### src/swac_pkg.sv
// shared constants and types for the serial wait, acknowledge and interrupt-condition block
package swac_pkg;

  // ---------------------------------------------------------------
  // bus types
  // ---------------------------------------------------------------
  typedef logic [7:0] swac_addr_t;
  typedef logic [31:0] swac_word_t;
  typedef logic [3:0] swac_be_t;

  // ---------------------------------------------------------------
  // register indices (byte address = 4 * index)
  // ---------------------------------------------------------------
  localparam logic [5:0] IDX_IRQ_MODE = 6'h0C;
  localparam logic [5:0] IDX_START_STOP = 6'h0D;
  localparam logic [5:0] IDX_WAIT_ACK = 6'h0E;
  localparam logic [5:0] IDX_JUDGE = 6'h0F;
  localparam logic [5:0] IDX_CONFIG = 6'h10;
  localparam logic [5:0] IDX_IRQ_FLAG = 6'h11;
  localparam logic [5:0] IDX_RX_DATA = 6'h12;
  localparam logic [5:0] IDX_TX_DATA = 6'h13;

  // ---------------------------------------------------------------
  // field positions of the wait control register
  // ---------------------------------------------------------------
  localparam int WAIT_COND_LSB = 0;
  localparam int WAIT_RELEASE_POS = 2;
  localparam int ACK_LEVEL_POS = 3;
  // configuration register fields
  localparam int CFG_I2C_POS = 0;
  localparam int CFG_TX_POS = 1;
  localparam int CFG_MASTER_POS = 2;
  // rx data valid flag position in the rx data word
  localparam int RX_VALID_POS = 8;

  // ---------------------------------------------------------------
  // wait conditions and interrupt modes
  // ---------------------------------------------------------------
  localparam logic [1:0] WAIT_NONE = 2'h0;
  localparam logic [1:0] WAIT_DATA = 2'h1;
  localparam logic [1:0] WAIT_ACK = 2'h2;
  localparam logic [1:0] WAIT_ADDR = 2'h3;
  localparam logic [1:0] IRQ_AT7 = 2'h0;
  localparam logic [1:0] IRQ_AT8 = 2'h1;
  localparam logic [1:0] IRQ_START7 = 2'h2;
  localparam logic [1:0] IRQ_STOP = 2'h3;

  // ---------------------------------------------------------------
  // clock counter figures
  // ---------------------------------------------------------------
  localparam logic [3:0] CNT_ZERO = 4'h0;
  localparam logic [3:0] CNT_SEVEN = 4'h7;
  localparam logic [3:0] CNT_EIGHT = 4'h8;
  localparam logic [3:0] CNT_NINE = 4'h9;
  localparam logic [3:0] CNT_MAX_I2C = 4'h9;
  localparam logic [3:0] CNT_MAX_SERIAL = 4'h8;

  // ---------------------------------------------------------------
  // reset values and timing
  // ---------------------------------------------------------------
  localparam logic [3:0] WAIT_ACK_RESET = 4'h0;
  localparam logic [1:0] IRQ_MODE_RESET = 2'h0;
  localparam int CLK_PERIOD_NS = 8;
  localparam int SCL_HALF_NS = 5000;
  localparam int SCL_HALF_CYC_INT = (SCL_HALF_NS + CLK_PERIOD_NS - 1) / CLK_PERIOD_NS;
  localparam logic [9:0] SCL_HALF_CYCLES = SCL_HALF_CYC_INT[9:0];

  // ---------------------------------------------------------------
  // fifo shape
  // ---------------------------------------------------------------
  localparam int FIFO_WIDTH = 8;
  localparam int FIFO_DEPTH = 32;

  typedef enum logic [1:0] {BUS_IDLE, BUS_FETCH, BUS_DONE} swac_bus_e;

endpackage : swac_pkg

### src/swac_top.sv
// serial port wait, acknowledge and interrupt-condition control with avalon-mm registers
//
// Local design decision: the Avalon-MM register port.
`timescale 1ns/1ps
module swac_top (
  // clock and reset
  input wire logic sys_clk,
  input wire logic sys_rst,
  // avalon-mm slave
  input wire swac_pkg::swac_addr_t avs_address,
  input wire logic avs_read,
  input wire logic avs_write,
  input wire swac_pkg::swac_word_t avs_writedata,
  input wire swac_pkg::swac_be_t avs_byteenable,
  output swac_pkg::swac_word_t avs_readdata,
  output logic avs_waitrequest,
  // shift clock pin, open drain
  input wire logic scl_i,
  output logic scl_o,
  output logic scl_oe,
  // serial data pin, open drain
  input wire logic sda_i,
  output logic sda_o,
  output logic sda_oe
);
  import swac_pkg::*;

  // ---------------------------------------------------------------
  // state
  // ---------------------------------------------------------------
  typedef struct packed {
    swac_bus_e bus;
    logic waitreq;
    logic [31:0] rdata;
    logic [1:0] wcond;
    logic released;
    logic ack;
    logic forced;
    logic [1:0] imode;
    logic i2c;
    logic tx;
    logic master;
    logic irq;
    logic busy;
    logic start_seen;
    logic addr_arm;
    logic [3:0] cnt;
    logic [7:0] shreg;
    logic scl_m;
    logic scl_s;
    logic scl_d;
    logic sda_m;
    logic sda_s;
    logic sda_d;
    logic gen_high;
    logic [9:0] div;
    logic scl_oe;
    logic sda_oe;
  } swac_state_s;

  swac_state_s st;
  swac_state_s nx;

  logic fifo_in_ready;
  logic fifo_out_valid;
  logic [7:0] fifo_out_data;
  logic fifo_push;
  logic fifo_pop;
  logic scl_rise;
  logic scl_fall;
  logic start_ev;
  logic stop_ev;
  logic frozen;
  logic halt;
  logic irq_set;
  logic [3:0] cnt_max;
  logic [3:0] cnt_inc;
  logic [5:0] idx;
  logic [3:0] wait_rd;
  logic [31:0] rd_mux;
  logic wr_now;

  // ---------------------------------------------------------------
  // receive fifo
  // ---------------------------------------------------------------
  swac_fifo #(
    .WIDTH(FIFO_WIDTH),
    .DEPTH(FIFO_DEPTH)
  ) u_fifo (
    .sys_clk(sys_clk),
    .sys_rst(sys_rst),
    .in_valid(fifo_push),
    .in_data(nx.shreg), // the byte with the bit shifted in this cycle
    .in_ready(fifo_in_ready),
    .out_valid(fifo_out_valid),
    .out_data(fifo_out_data),
    .out_ready(fifo_pop)
  );

  // ---------------------------------------------------------------
  // decode and read mux
  // ---------------------------------------------------------------
  assign idx = avs_address[7:2];
  assign wr_now = (st.bus == BUS_DONE) && avs_write && avs_byteenable[0];
  assign fifo_pop = (st.bus == BUS_DONE) && avs_read && (idx == IDX_RX_DATA);
  // ack bit only has meaning in i2c mode
  assign wait_rd = {st.ack && st.i2c, st.released, st.wcond};

  // unmapped addresses read as zero
  always_comb begin
    rd_mux = 32'h0000_0000;
    case (idx)
      IDX_IRQ_MODE: rd_mux[1:0] = st.imode;
      IDX_START_STOP: rd_mux[1:0] = {st.start_seen, st.busy};
      IDX_WAIT_ACK: rd_mux[3:0] = wait_rd;
      IDX_JUDGE: rd_mux[0] = !st.released;
      IDX_CONFIG: rd_mux[2:0] = {st.master, st.tx, st.i2c};
      IDX_IRQ_FLAG: rd_mux[0] = st.irq;
      IDX_RX_DATA: rd_mux[8:0] = {fifo_out_valid, fifo_out_data};
      IDX_TX_DATA: rd_mux[7:0] = st.shreg;
      default: rd_mux = 32'h0000_0000;
    endcase
  end

  // ---------------------------------------------------------------
  // pin edge and condition detection on synchronised samples
  // ---------------------------------------------------------------
  assign scl_rise = st.scl_s && !st.scl_d;
  assign scl_fall = !st.scl_s && st.scl_d;
  assign start_ev = st.i2c && st.scl_s && st.scl_d && st.sda_d && !st.sda_s;
  assign stop_ev = st.i2c && st.scl_s && st.scl_d && !st.sda_d && st.sda_s;
  // a full fifo stalls the link just like a wait, so no byte is lost
  assign frozen = !st.released || !fifo_in_ready;
  assign cnt_max = st.i2c ? CNT_MAX_I2C : CNT_MAX_SERIAL;
  assign cnt_inc = (st.cnt == cnt_max) ? CNT_ZERO : (st.cnt + 4'h1);

  // ---------------------------------------------------------------
  // next state
  // ---------------------------------------------------------------
  always_comb begin
    nx = st;
    halt = 1'b0;
    irq_set = 1'b0;
    fifo_push = 1'b0;
    // two-stage synchronisers, then one stage of history
    nx.scl_m = scl_i;
    nx.scl_s = st.scl_m;
    nx.scl_d = st.scl_s;
    nx.sda_m = sda_i;
    nx.sda_s = st.sda_m;
    nx.sda_d = st.sda_s;

    // bus handshake: request seen, data fetched, answer with waitrequest low
    case (st.bus)
      BUS_IDLE: begin
        nx.waitreq = 1'b1;
        if (avs_read || avs_write) begin
          nx.bus = BUS_FETCH;
        end
      end
      BUS_FETCH: begin
        nx.rdata = avs_read ? rd_mux : 32'h0000_0000;
        nx.waitreq = 1'b0;
        nx.bus = BUS_DONE;
      end
      BUS_DONE: begin
        nx.waitreq = 1'b1;
        nx.bus = BUS_IDLE;
      end
      default: begin
        nx.waitreq = 1'b1;
        nx.bus = BUS_IDLE;
      end
    endcase

    // register writes take effect at the answering edge
    if (wr_now) begin
      case (idx)
        IDX_IRQ_MODE: nx.imode = avs_writedata[1:0];
        IDX_WAIT_ACK: begin
          nx.wcond = avs_writedata[WAIT_COND_LSB +: 2];
          if (st.i2c && !st.tx) begin
            nx.ack = avs_writedata[ACK_LEVEL_POS];
          end
          if (avs_writedata[WAIT_RELEASE_POS] && !st.released) begin
            nx.released = 1'b1;
            if (st.tx && st.cnt == CNT_ZERO) begin
              nx.sda_oe = !st.shreg[7];
              nx.shreg = {st.shreg[6:0], 1'b0};
            end
          end else if (!avs_writedata[WAIT_RELEASE_POS] && st.released) begin
            nx.forced = 1'b1;
          end
        end
        IDX_CONFIG: begin
          nx.i2c = avs_writedata[CFG_I2C_POS];
          nx.tx = avs_writedata[CFG_TX_POS];
          nx.master = avs_writedata[CFG_MASTER_POS];
          if (st.i2c && !avs_writedata[CFG_I2C_POS]) begin
            nx.cnt = CNT_ZERO;
          end
        end
        IDX_IRQ_FLAG: begin
          if (avs_writedata[0]) begin
            nx.irq = 1'b0;
          end
        end
        IDX_TX_DATA: begin
          if (!st.released) begin
            nx.shreg = avs_writedata[7:0];
          end
        end
        default: begin
        end
      endcase
    end

    // rising edge: count, sample, interrupt points
    if (scl_rise && !frozen) begin
      nx.cnt = cnt_inc;
      if (!st.tx) begin
        nx.shreg = {st.shreg[6:0], st.sda_s};
        if (cnt_inc == CNT_EIGHT) begin
          fifo_push = 1'b1;
        end
      end else if (st.i2c && cnt_inc == CNT_NINE) begin
        nx.ack = st.sda_s;
      end
      case (st.imode)
        IRQ_AT7: irq_set = (cnt_inc == CNT_SEVEN);
        IRQ_AT8: irq_set = (cnt_inc == CNT_EIGHT);
        IRQ_START7: irq_set = st.i2c && st.start_seen && (cnt_inc == CNT_SEVEN);
        default: irq_set = 1'b0;
      endcase
      if (st.start_seen && cnt_inc == CNT_SEVEN) begin
        nx.start_seen = 1'b0;
      end
      if (!st.i2c && st.wcond == WAIT_DATA && cnt_inc == CNT_EIGHT) begin
        halt = 1'b1;
      end
    end

    // falling edge: drive data or acknowledge, wait points
    if (scl_fall && !frozen) begin
      if (st.tx && st.cnt < CNT_EIGHT) begin
        nx.sda_oe = !st.shreg[7];
        nx.shreg = {st.shreg[6:0], 1'b0};
      end else if (!st.tx && st.i2c && st.cnt == CNT_EIGHT) begin
        nx.sda_oe = !st.ack;
      end else begin
        nx.sda_oe = 1'b0;
      end
      if (st.i2c) begin
        case (st.wcond)
          WAIT_DATA: halt = (st.cnt == CNT_EIGHT);
          WAIT_ACK: halt = (st.cnt == CNT_NINE);
          WAIT_ADDR: halt = st.addr_arm && (st.cnt == CNT_EIGHT);
          default: halt = 1'b0;
        endcase
        if (st.addr_arm && st.cnt == CNT_EIGHT) begin
          nx.addr_arm = 1'b0;
        end
      end
      if (st.forced) begin
        halt = 1'b1;
      end
    end

    // start and stop conditions
    if (start_ev) begin
      nx.cnt = CNT_ZERO;
      nx.busy = 1'b1;
      nx.start_seen = 1'b1;
      nx.addr_arm = 1'b1;
    end
    if (stop_ev) begin
      nx.busy = 1'b0;
      irq_set = irq_set || (st.imode == IRQ_STOP);
    end

    // entering wait status; a release written this cycle still wins
    if (halt && !(wr_now && idx == IDX_WAIT_ACK && avs_writedata[WAIT_RELEASE_POS])) begin
      nx.released = 1'b0;
      nx.forced = 1'b0;
    end
    // the event beats a software clear in the same cycle
    if (irq_set) begin
      nx.irq = 1'b1;
    end

    // master clock generator pauses while a slave stretches the line
    if (st.master && st.released && fifo_in_ready) begin
      if (st.gen_high && !st.scl_s && !st.scl_d) begin
        nx.div = st.div;
      end else if (st.div == SCL_HALF_CYCLES - 10'h001) begin
        nx.div = 10'h000;
        nx.gen_high = !st.gen_high;
      end else begin
        nx.div = st.div + 10'h001;
      end
    end else begin
      nx.div = 10'h000;
      nx.gen_high = 1'b0;
    end
    nx.scl_oe = !nx.released || !fifo_in_ready || (nx.master && !nx.gen_high);
    if (!nx.i2c && !nx.tx) begin
      nx.sda_oe = 1'b0;
    end
  end

  // ---------------------------------------------------------------
  // state register, reset by sys_rst; waitrequest and the pin samples load high
  // ---------------------------------------------------------------
  always_ff @(posedge sys_clk) begin
    if (sys_rst) begin
      st <= '0;
      st.bus <= BUS_IDLE;
      st.waitreq <= 1'b1;
      {st.ack, st.released, st.wcond} <= WAIT_ACK_RESET;
      st.imode <= IRQ_MODE_RESET;
      st.scl_m <= 1'b1;
      st.scl_s <= 1'b1;
      st.scl_d <= 1'b1;
      st.sda_m <= 1'b1;
      st.sda_s <= 1'b1;
      st.sda_d <= 1'b1;
    end else begin
      st <= nx;
    end
  end

  // outputs; open-drain pins only ever pull low
  assign avs_readdata = st.rdata;
  assign avs_waitrequest = st.waitreq;
  assign scl_o = 1'b0;
  assign scl_oe = st.scl_oe;
  assign sda_o = 1'b0;
  assign sda_oe = st.sda_oe;

  // ---------------------------------------------------------------
  // assertions
  // ---------------------------------------------------------------
  property p_reset_clear;
    @(posedge sys_clk) $past(sys_rst) |-> (wait_rd == 4'h0 && st.cnt == CNT_ZERO);
  endproperty
  a_reset_clear: assert property (p_reset_clear) else $error("wait register not cleared");

  property p_release;
    @(posedge sys_clk) disable iff (sys_rst)
      (wr_now && idx == IDX_WAIT_ACK && avs_writedata[WAIT_RELEASE_POS] && !st.released)
      |=> st.released ##1 !st.scl_oe || st.master || !fifo_in_ready;
  endproperty
  a_release: assert property (p_release) else $error("release did not start transfer");

  property p_forced;
    @(posedge sys_clk) disable iff (sys_rst)
      (wr_now && idx == IDX_WAIT_ACK && !avs_writedata[WAIT_RELEASE_POS] && st.released
       && !halt) |=> st.forced && st.released;
  endproperty
  a_forced: assert property (p_forced) else $error("forced wait not armed");

  property p_ack_wait;
    @(posedge sys_clk) disable iff (sys_rst)
      (st.i2c && st.wcond == WAIT_ACK && scl_fall && !frozen && st.cnt == CNT_NINE && !wr_now)
      |=> !st.released ##1 st.scl_oe;
  endproperty
  a_ack_wait: assert property (p_ack_wait) else $error("no halt at count nine");

  property p_serial_data_wait;
    @(posedge sys_clk) disable iff (sys_rst)
      (!st.i2c && st.wcond == WAIT_DATA && scl_rise && !frozen && cnt_inc == CNT_EIGHT && !wr_now)
      |=> !st.released;
  endproperty
  a_serial_data_wait: assert property (p_serial_data_wait) else $error("serial no halt");

  property p_freeze;
    @(posedge sys_clk) disable iff (sys_rst)
      (frozen && !start_ev && !wr_now) |=> $stable(st.cnt);
  endproperty
  a_freeze: assert property (p_freeze) else $error("counter moved while waiting");

  property p_wrap;
    @(posedge sys_clk) disable iff (sys_rst)
      (scl_rise && !frozen && !start_ev && !wr_now && st.cnt == cnt_max) |=> st.cnt == CNT_ZERO;
  endproperty
  a_wrap: assert property (p_wrap) else $error("counter did not wrap");

  property p_irq_at8;
    @(posedge sys_clk) disable iff (sys_rst)
      (st.imode == IRQ_AT8 && scl_rise && !frozen && cnt_inc == CNT_EIGHT) |=> st.irq [*2];
  endproperty
  a_irq_at8: assert property (p_irq_at8) else $error("irq lost at count eight");

  property p_serial_ack_zero;
    @(posedge sys_clk) disable iff (sys_rst) !st.i2c |-> wait_rd[ACK_LEVEL_POS] == 1'b0;
  endproperty
  a_serial_ack_zero: assert property (p_serial_ack_zero) else $error("ack set in serial");

  property p_judge;
    @(posedge sys_clk) disable iff (sys_rst)
      (st.bus == BUS_FETCH && avs_read && idx == IDX_JUDGE)
      |=> avs_readdata[0] == !$past(st.released);
  endproperty
  a_judge: assert property (p_judge) else $error("judge flag high while released");

endmodule : swac_top

### src/swac_fifo.sv
// receive fifo with registered read data and honest full and empty
`timescale 1ns/1ps
module swac_fifo #(
  parameter int WIDTH = 8,
  parameter int DEPTH = 32
) (
  // clock and reset
  input wire logic sys_clk,
  input wire logic sys_rst,
  // fill side
  input wire logic in_valid,
  input wire logic [WIDTH-1:0] in_data,
  output logic in_ready,
  // drain side
  output logic out_valid,
  output logic [WIDTH-1:0] out_data,
  input wire logic out_ready
);
  localparam int PW = $clog2(DEPTH);

  typedef struct packed {
    logic [PW-1:0] wr_ptr;
    logic [PW-1:0] rd_ptr;
    logic [PW:0] count;
    logic [WIDTH-1:0] rd_data;
  } swac_fifo_s;

  swac_fifo_s st_reg;
  swac_fifo_s st_next;
  logic [WIDTH-1:0] mem [DEPTH];
  logic do_push;
  logic do_pop;

  // ---------------------------------------------------------------
  // flow control
  // ---------------------------------------------------------------
  assign in_ready = (st_reg.count != DEPTH[PW:0]);
  assign out_valid = (st_reg.count != '0);
  assign out_data = st_reg.rd_data;
  assign do_push = in_valid && in_ready;
  assign do_pop = out_ready && out_valid;

  // pointer and count update; read data lags a pointer move by one cycle
  always_comb begin
    st_next = st_reg;
    st_next.rd_data = mem[st_reg.rd_ptr];
    if (do_push) begin
      st_next.wr_ptr = st_reg.wr_ptr + 1'b1;
    end
    if (do_pop) begin
      st_next.rd_ptr = st_reg.rd_ptr + 1'b1;
    end
    if (do_push && !do_pop) begin
      st_next.count = st_reg.count + 1'b1;
    end else if (do_pop && !do_push) begin
      st_next.count = st_reg.count - 1'b1;
    end
  end

  // state register
  always_ff @(posedge sys_clk) begin
    if (sys_rst) begin
      st_reg <= '0;
    end else begin
      st_reg <= st_next;
    end
  end

  // storage, no reset needed since count guards it
  always_ff @(posedge sys_clk) begin
    if (do_push) begin
      mem[st_reg.wr_ptr] <= in_data;
    end
  end

endmodule : swac_fifo

### config.mk
export PLATFORM = sky130hd
export DESIGN_NAME = swac_top
export DESIGN_NICKNAME = d
export VERILOG_FILES = /design/src/swac_pkg.sv /design/src/swac_top.sv /design/src/swac_fifo.sv
export SDC_FILE = /design/constraint.sdc
export NUM_CORES = 1
export LEC_CHECK = 0
export ABC_AREA = 0
export ABC_CLOCK_PERIOD_IN_PS = 7300
export BUFFER_PORTS_ARGS = -buffer_cell sky130_fd_sc_hd__buf_2
export CELL_PAD_IN_SITES_DETAIL_PLACEMENT = 1
export CELL_PAD_IN_SITES_GLOBAL_PLACEMENT = 2
export CORE_UTILIZATION = 45
export CTS_CLUSTER_DIAMETER = 60
export DETAILED_ROUTE_END_ITERATION = 12
export PLACE_DENSITY_LB_ADDON = 0.12
export SYNTH_ARGS = -nofsm -noshare
export SYNTH_HDL_FRONTEND = slang
export SYNTH_SLANG_ARGS = --single-unit
export TNS_END_PERCENT = 1
### constraint.sdc
create_clock -name sys_clk -period 7.3 [get_ports sys_clk]
set_input_delay 1.095 -clock sys_clk [delete_from_list [all_inputs] [get_ports sys_clk]]
set_output_delay 1.095 -clock sys_clk [all_outputs]
set_load 0.005 [all_outputs]
==> qor.yml, run 1 <==
cp_max_fo: 9
hold_path.class: "register to register"
layout_common_cells: "edfxtp_1 (256), nor2_1 (105), mux4_2 (80)"
syn-instance-count: 932
diodes: 0
core-area_mm2: 0.0308
cts_tree: "yes"
peakVddDrop_mv: 0.297
final-setup-viol-count: 0
crit_type: "register to register"
drc: 3
clock_sinks: 337
htree_levels: 2
yosysSeqAreaShare: 0.656
final_common_cell: "edfxtp_1"
synth_top_cell_by_area: "edfxtp_1"
wl_per_cell_um: 23.9
power_density_mw_per_mm2: 257
relSlewSlack: 0.121
gr-total-overflow: 0
drt_iter0_drc: 596
fin_tns_setup_ns: 0
fin_nets: 1026
hold_violations: 0
synth.top_cell.area_share: 0.541
grt_usage: 0.210
netlist_area_mm2: 0.0142
postRouteAntennaNets: 0
post_cts_buffers: 0
cap_viol_max_count: 0
cp-end-kind: "register"
largest_register_ffs: 256
totalPowerFinal_uw: 4100
postLayoutCellArea_mm2: 0.0160
dpl_cell_area_mm2: 0.0146
cts_buffer_depth: 3
drtPass1Iterations: 11
antenna_found_initial: 0
rows: 64
synth.area.top_cells: "edfxtp_1 (54%), mux4_2 (13%), dfxtp_1 (11%), nor2_1 (3.0%), buf_4 (1.8%)"
worstPathArrival_ns: 4.44
fmaxAchievable_mhz: 246
fin_crit_ns: 4.07
grt_first_pass_wirelength_um: 51200
cts.clk_slew.worst_paths_ns: 0.05
synth_cell_types: 66
viasPerCell: 5.73
die_w_um: 180
synth_warnings: 0
dp_hpwl_um: 21300
syn_area_per_cell_um2: 15.2
ys_async_sr_fraction: 0
cp_data_required_time_ns: 7.67
slew_violations: 0
synth_edf_count: 256
status: "finished, violations left"
drive_gt1_frac: 0.217
port_buffers: 32
drt-total-wl_um: 33100
dieArea_mm2: 0.0323
start_util: 0.461
die_y_um: 180
worst_clock_skew_ns: 0.0357
cts_root_buf: "clkbuf_16"
cts_resized: 0
clk_latency_ns: 0.54
dr_total_vias: 7941
gp_congestion: 0.812
reg2reg_slack_ns: 3.23
rsz0062_at_grt: "false"
violations: "DRC"
synthToLayoutAreaGrowth_pct: 12.4
leakage_uw: 0.00509
grt_max_degree: 66
cts_made_buffers: 39
ys_ff_latch: 337
ios: 87
finalCritPeriodShare: 0.557
critPathLaunchType: "register"
hold_buffers: 0
fillers: 2939
grt_pass1_vias: 8478
synth-main-ff-cell: "edfxtp_1"
tightest_slew_ns: 1.32
==> cells in the mapped netlist (all sizes together), types with 4 or more instances <==
| cell type | number |
|---|---|
| edfxtp | 256 |
| nor2 | 112 |
| dfxtp | 81 |
| mux4 | 80 |
| buf | 48 |
| a21oi | 36 |
| clkbuf | 34 |
| nand2 | 28 |
| inv | 18 |
| mux2i | 18 |
| nor3 | 18 |
| ha | 15 |
| nand4 | 13 |
| nand3 | 12 |
| o21ai | 12 |
| xnor2 | 12 |
| nor2b | 11 |
| nor3b | 11 |
| a22o | 10 |
| xor2 | 10 |
| or2 | 8 |
| nand2b | 7 |
| nor4 | 7 |
| a222oi | 6 |
| a31oi | 5 |
| a21o | 4 |
| and2 | 4 |
| and3 | 4 |
| nor4bb | 4 |
==> area by class of cell <==
class | instances | area [µm²] | area share
Clock buffer | 48 | 1030 | 0.0646
Clock inverter | 23 | 308 | 0.0193
Inverter | 18 | 67.6 | 0.00423
Multi-Input combinational cell | 519 | 4490 | 0.281
Sequential cell | 337 | 9310 | 0.584
Tap cell | 396 | 495 | 0.0310
Timing Repair Buffer | 45 | 258 | 0.0161
==> layer usage <==
layer  routed length, µm  up-vias  global-route usage
met5                   0        -                   0
met4                 943        0              0.0731
li1                    -     3598                   -
met2               16700      157               0.355
met3                1260       52              0.0310
met1               14200     4134               0.278
==> through the flow <==
step / std cells / worst slack [ns] / hold WS [ns] / util
after floorplan: 956 / 3.26 / 0.389 / -
after global placement: 1315 / 2.89 / 0.405 / 0.474
after detailed placement: 1315 / 2.83 / 0.396 / 0.474
after CTS: 1386 / 3.21 / 0.413 / 0.518
after global routing: 1386 / 2.85 / 0.410 / 0.518
final: 1386 / 3.23 / 0.410 / 0.518
==> worst max-delay path, stage by stage (launching register included) <==
cell,delay (ns)
dfxtp_1,0.49
inv_1,0.13
ha_1,0.34
or4_4,0.54
or2_0,0.36
nor3_2,0.41
ha_1,0.29
inv_1,0.14
fa_1,0.43
a21o_1,0.18
a21oi_1,0.18
xor2_1,0.17
nor2_1,0.06
a21oi_1,0.14
nor2_1,0.05
==> power by group <==
part           internal [µW]  leakage [µW]  switching (µW)
logic                   13.1       0.00153            28.0
registers               2040       0.00292            3.66
clock network           1230      0.000643             784
total                   3280       0.00509             816
==> final timing paths <==
kind / from / endpoint / cells past startpoint
worst max register to register: st[28] / u_fifo.st_reg[12] / 14
worst max-delay path: st[28] / u_fifo.st_reg[12] / 14
worst min-delay path: nx[14] / nx[13] / 1
worst min register to register: nx[14] / nx[13] / 1
==> logic make-up after synthesis <==
group	after synthesis	share of synthesized area
compound gates	99	0.0469
xor+xnor	22	0.0136
fa+ha+maj	16	0.0146
buf+inv	100	0.0364
flops	337	0.656
mux	98	0.140
other cells	1	0.000264
simple gates	259	0.0932
No activity file was read; power rests on OpenSTA's default activity.
==> run 2: changes to the inputs <==
--- a/config.mk
+++ b/config.mk
@@ -5,12 +5,12 @@
 export SDC_FILE = /design/constraint.sdc
 export NUM_CORES = 1
 export LEC_CHECK = 0
-export ABC_AREA = 0
-export ABC_CLOCK_PERIOD_IN_PS = 7300
+export ABC_AREA = 1
+export ABC_CLOCK_PERIOD_IN_PS = 3900
 export BUFFER_PORTS_ARGS = -buffer_cell sky130_fd_sc_hd__buf_2
 export CELL_PAD_IN_SITES_DETAIL_PLACEMENT = 1
 export CELL_PAD_IN_SITES_GLOBAL_PLACEMENT = 2
-export CORE_UTILIZATION = 45
+export CORE_UTILIZATION = 40
 export CTS_CLUSTER_DIAMETER = 60
 export DETAILED_ROUTE_END_ITERATION = 12
 export PLACE_DENSITY_LB_ADDON = 0.12
==> constraint.sdc (replaced) <==
create_clock -name sys_clk -period 3.9 [get_ports sys_clk]
set_input_delay 0.585 -clock sys_clk [delete_from_list [all_inputs] [get_ports sys_clk]]
set_output_delay 0.585 -clock sys_clk [all_outputs]
set_load 0.005 [all_outputs]
==> run 2 against run 1 <==
The run still ends with DRC left; via count grew 31%; flip-flop and latch count is the same; clock skew shrank 0.021 ns; critical endpoint is now u_fifo.st_reg[13]; combinational power grew 95%; critical path type unchanged; global-route usage grew 0.87 points; first-iteration DRC count shrank 21%.
==> qor.yml, run 2 <==
peakVddDrop_mv: 0.364  # +23%
slew_violations: 0  # unchanged
crit_family: "simple AND/OR/NAND/NOR gates"
ios: 87  # unchanged
hold_path.class: "input port to register"
wl_per_cell_um: 20.4  # -15%
antenna_found_initial: 0  # unchanged
rows: 69  # +7.8%
synthToLayoutAreaGrowth_pct: 12.4  # about the same
cts_tree: "yes"
grt_max_degree: 83  # +26%
slowest_stage: "dfxtp_1"
largest_register_ffs: 256  # unchanged
critPathLaunchType: "register"
ys_async_sr_fraction: 0  # unchanged
status: "finished, violations left"
cts_buffer_depth: 3  # unchanged
drc: 8  # +5
syn_area_per_cell_um2: 10.2  # -33%
port_buffers: 32  # unchanged
totalPowerFinal_uw: 7320  # +79%
met2WireLength_um: 20000  # +20%
synth_commonest_cells: "nor2_1 (278), edfxtp_1 (256), nand2_1 (190), o21ai_0 (172), inv_1 (90)"
viasPerCell: 5.25  # -8.4%
clock_sinks: 337  # unchanged
synth.area.top_cells: "edfxtp_1 (52%), dfxtp_1 (11%), nor2_1 (7.1%), o21ai_0 (5.9%), nand2_1 (4.9%)"
wl_met1_um: 18000  # +27%
cp_data_required_time_ns: 4.31  # -3.36 ns
yosys.area_share.xor_xnor: 0.00418  # -0.00939
postRouteAntennaNets: 0  # unchanged
core-area_mm2: 0.0358  # +16%
cts.clk_slew.worst_paths_ns: 0.06  # about the same
slowest_delay_ns: 0.60  # +0.06 ns
relSlewSlack: 0.344  # +0.223
htree_levels: 2  # unchanged
ys_ff_latch: 337  # unchanged
finalWorstSetupSlack_ns: 0.496  # -2.73 ns
hold_buffers: 0  # unchanged
hold_path_depth: 2  # +1
cp-end-kind: "register"
path_buf_inv: 4  # +2
fin_tns_setup_ns: 0  # unchanged
wl_met3_um: 1240  # -1.7%
dp.cells: 1910  # +45%
netlist_area_mm2: 0.0147  # +3.3%
cts_made_buffers: 40  # +2.6%
worst_clock_skew_ns: 0.0149  # -0.0208 ns
layout_common_cells: "nor2_1 (277), edfxtp_1 (256), nand2_1 (190)"
final-setup-viol-count: 0  # unchanged
cts_root_buf: "clkbuf_16"
cts_resized: 0  # unchanged
worstHoldStart: "scl_i"
synth_warnings: 0  # unchanged
violations: "DRC"
dieArea_mm2: 0.0374  # +16%
finalCritPeriodShare: 0.873  # +0.315
clk_latency_ns: 0.55  # about the same
drtPass1Iterations: 12  # +1
drive_gt1_frac: 0.111  # -0.106
cp_max_fo: 11  # +2
rr_worst_depth: 19  # +5
synth_most_common_cell: "nor2_1"
tightest_slew_ns: 0.983  # -0.335 ns
final_common_cell: "nor2_1"
die_w_um: 194  # +7.7%
rsz0062_at_grt: "false"
gp_congestion: 0.818  # +0.79%
power_density_mw_per_mm2: 444  # +73%
dr_total_vias: 10400  # +31%
drt-total-wl_um: 40400  # +22%
synthSimpleGateAreaFrac: 0.166  # +0.0723
reg2reg_slack_ns: 0.50  # -2.73 ns
crit_type: "register to register"
synth_top_cell_by_area: "edfxtp_1"
die_y_um: 194  # +7.7%
timing.critical_path.mode_cell: "nand2_1"
synth_top_family_by_area: "simple AND/OR/NAND/NOR gates"
dp_hpwl_um: 26000  # +22%
synth_compound_area_frac: 0.117  # +0.0701
synth-main-ff-cell: "edfxtp_1"
fmaxAchievable_mhz: 294  # +20%
synth.top_cell.area_share: 0.524  # -0.0173
yosysSeqAreaShare: 0.635  # -0.0210
fin_nets: 1557  # +52%
hold_violations: 0  # unchanged
post_cts_buffers: 0  # unchanged
leakage_uw: 0.00625  # +23%
fin_crit_ns: 3.40  # -0.665 ns
grt_first_pass_wirelength_um: 62100  # +21%
post-place-ws_ns: 0.498  # -2.33 ns
grt_pass1_vias: 10500  # +24%
synth_edf_count: 256  # unchanged
worstPathArrival_ns: 3.81  # -0.63 ns
grt_usage: 0.218  # +0.00867
syn-instance-count: 1443  # +55%
synth_cell_types: 48  # -27%
synth.area.mux_share: 0.000682  # -0.139
crit_chain: "inv_1 -> ha_1 -> inv_1 -> nand2_1 -> nor2_4 -> nand3_4 -> inv_6 -> ha_1 -> inv_1 -> ha_1 -> nand3_1 -> nand3_1 -> nand2_1 -> a21oi_1 -> nor2_1 -> nand2_1 -> nand2_1 -> nand2_1 -> a21oi_1"
cap_viol_max_count: 0  # unchanged
drt_iter0_drc: 469  # -21%
finalNonFillerCells: 1980  # +43%
gr-total-overflow: 0  # unchanged
synth_fa_ha_area_frac: 0.0142  # -0.000468
start_util: 0.409  # -0.0512
r2r_end: "u_fifo.st_reg[13]"
routed.top_layer: "met4"
hold_end: "nx[17]"
r2r_start: "st[27]"
-- run 2: cell types whose count changed after synthesis, sizes merged, moves of 11 or more --
| cell | previous run | this run |
|---|---|---|
| buf | 48 | 61 |
| o211ai | 1 | 22 |
| nand3 | 12 | 53 |
| nand2 | 28 | 197 |
| inv | 18 | 95 |
| mux2i | 18 | 1 |
| o21ai | 12 | 186 |
| o22ai | 1 | 36 |
| nor2b | 11 | 0 |
| mux4 | 80 | 0 |
| a21oi | 36 | 51 |
| nor2 | 112 | 285 |
-- run 2: kinds of logic after synthesis --
family | after synthesis
AOI/OAI and AO/OA | 314
xor gates and xnor gates | 7
adders and majority gates | 16
buffers and inverters | 192
DFF | 337
muxes | 1
other | 1
and+or+nand+nor | 575
-- run 2: through the flow --
stage	hold WS [ns]	instance area [µm²]	utilization
after floorplan	0.389	14800	-
after global placement	0.398	15300	0.427
after detailed placement	0.398	15300	0.427
after CTS	0.199	16500	0.460
after global routing	0.219	16500	0.460
final	0.222	16500	0.460
-- run 2: how the worst max path moves through the flow --
stage,from,end,slack (ns),cells past startpoint
2_1_floorplan,st[27],u_fifo.st_reg[13],1.16,20
3_3_place_gp,st[27],u_fifo.st_reg[13],0.58,19
3_5_place_dp,st[27],u_fifo.st_reg[13],0.50,19
4_1_cts,st[27],u_fifo.st_reg[13],0.46,19
5_1_grt,st[27],u_fifo.st_reg[13],0.20,19
6_report,st[27],u_fifo.st_reg[13],0.50,19
-- run 2: cell type report --
cell class	instances	area [µm²]
inverter	98	374
antenna	1	2.50
clock inverter	23	156
sequential	337	9310
fill	3961	19300
timing repair buffer	76	528
multi-input combinational	938	4520
clock buffer	46	1020
tap	461	577
-- run 2: power by group --
group / leakage [µW] / total [µW] / switching, µW / internal (µW)
Clock: 0.000586 / 3420 / 1470 / 1950
Combinational: 0.00245 / 79.9 / 57.9 / 22.0
Sequential: 0.00321 / 3820 / 4.43 / 3820
Total: 0.00625 / 7320 / 1530 / 5790
-- run 2: worst register-to-register path, cell delays in order, from the launching register on --
cell     delay (ns)
dfxtp_1        0.60
inv_1          0.15
ha_1           0.33
inv_1          0.08
nand2_1        0.09
nor2_4         0.19
nand3_4        0.19
inv_6          0.19
ha_1           0.21
inv_1          0.12
ha_1           0.37
nand3_1        0.09
nand3_1        0.12
nand2_1        0.07
a21oi_1        0.18
nor2_1         0.07
nand2_1        0.06
nand2_1        0.05
nand2_1        0.05
a21oi_1        0.05
-- run 2: layer usage --
metal / GRT usage / vias up
met5: 0 / -
met4: 0.0773 / 0
met3: 0.0302 / 65
met2: 0.381 / 150
met1: 0.277 / 5155
li1: - / 5024
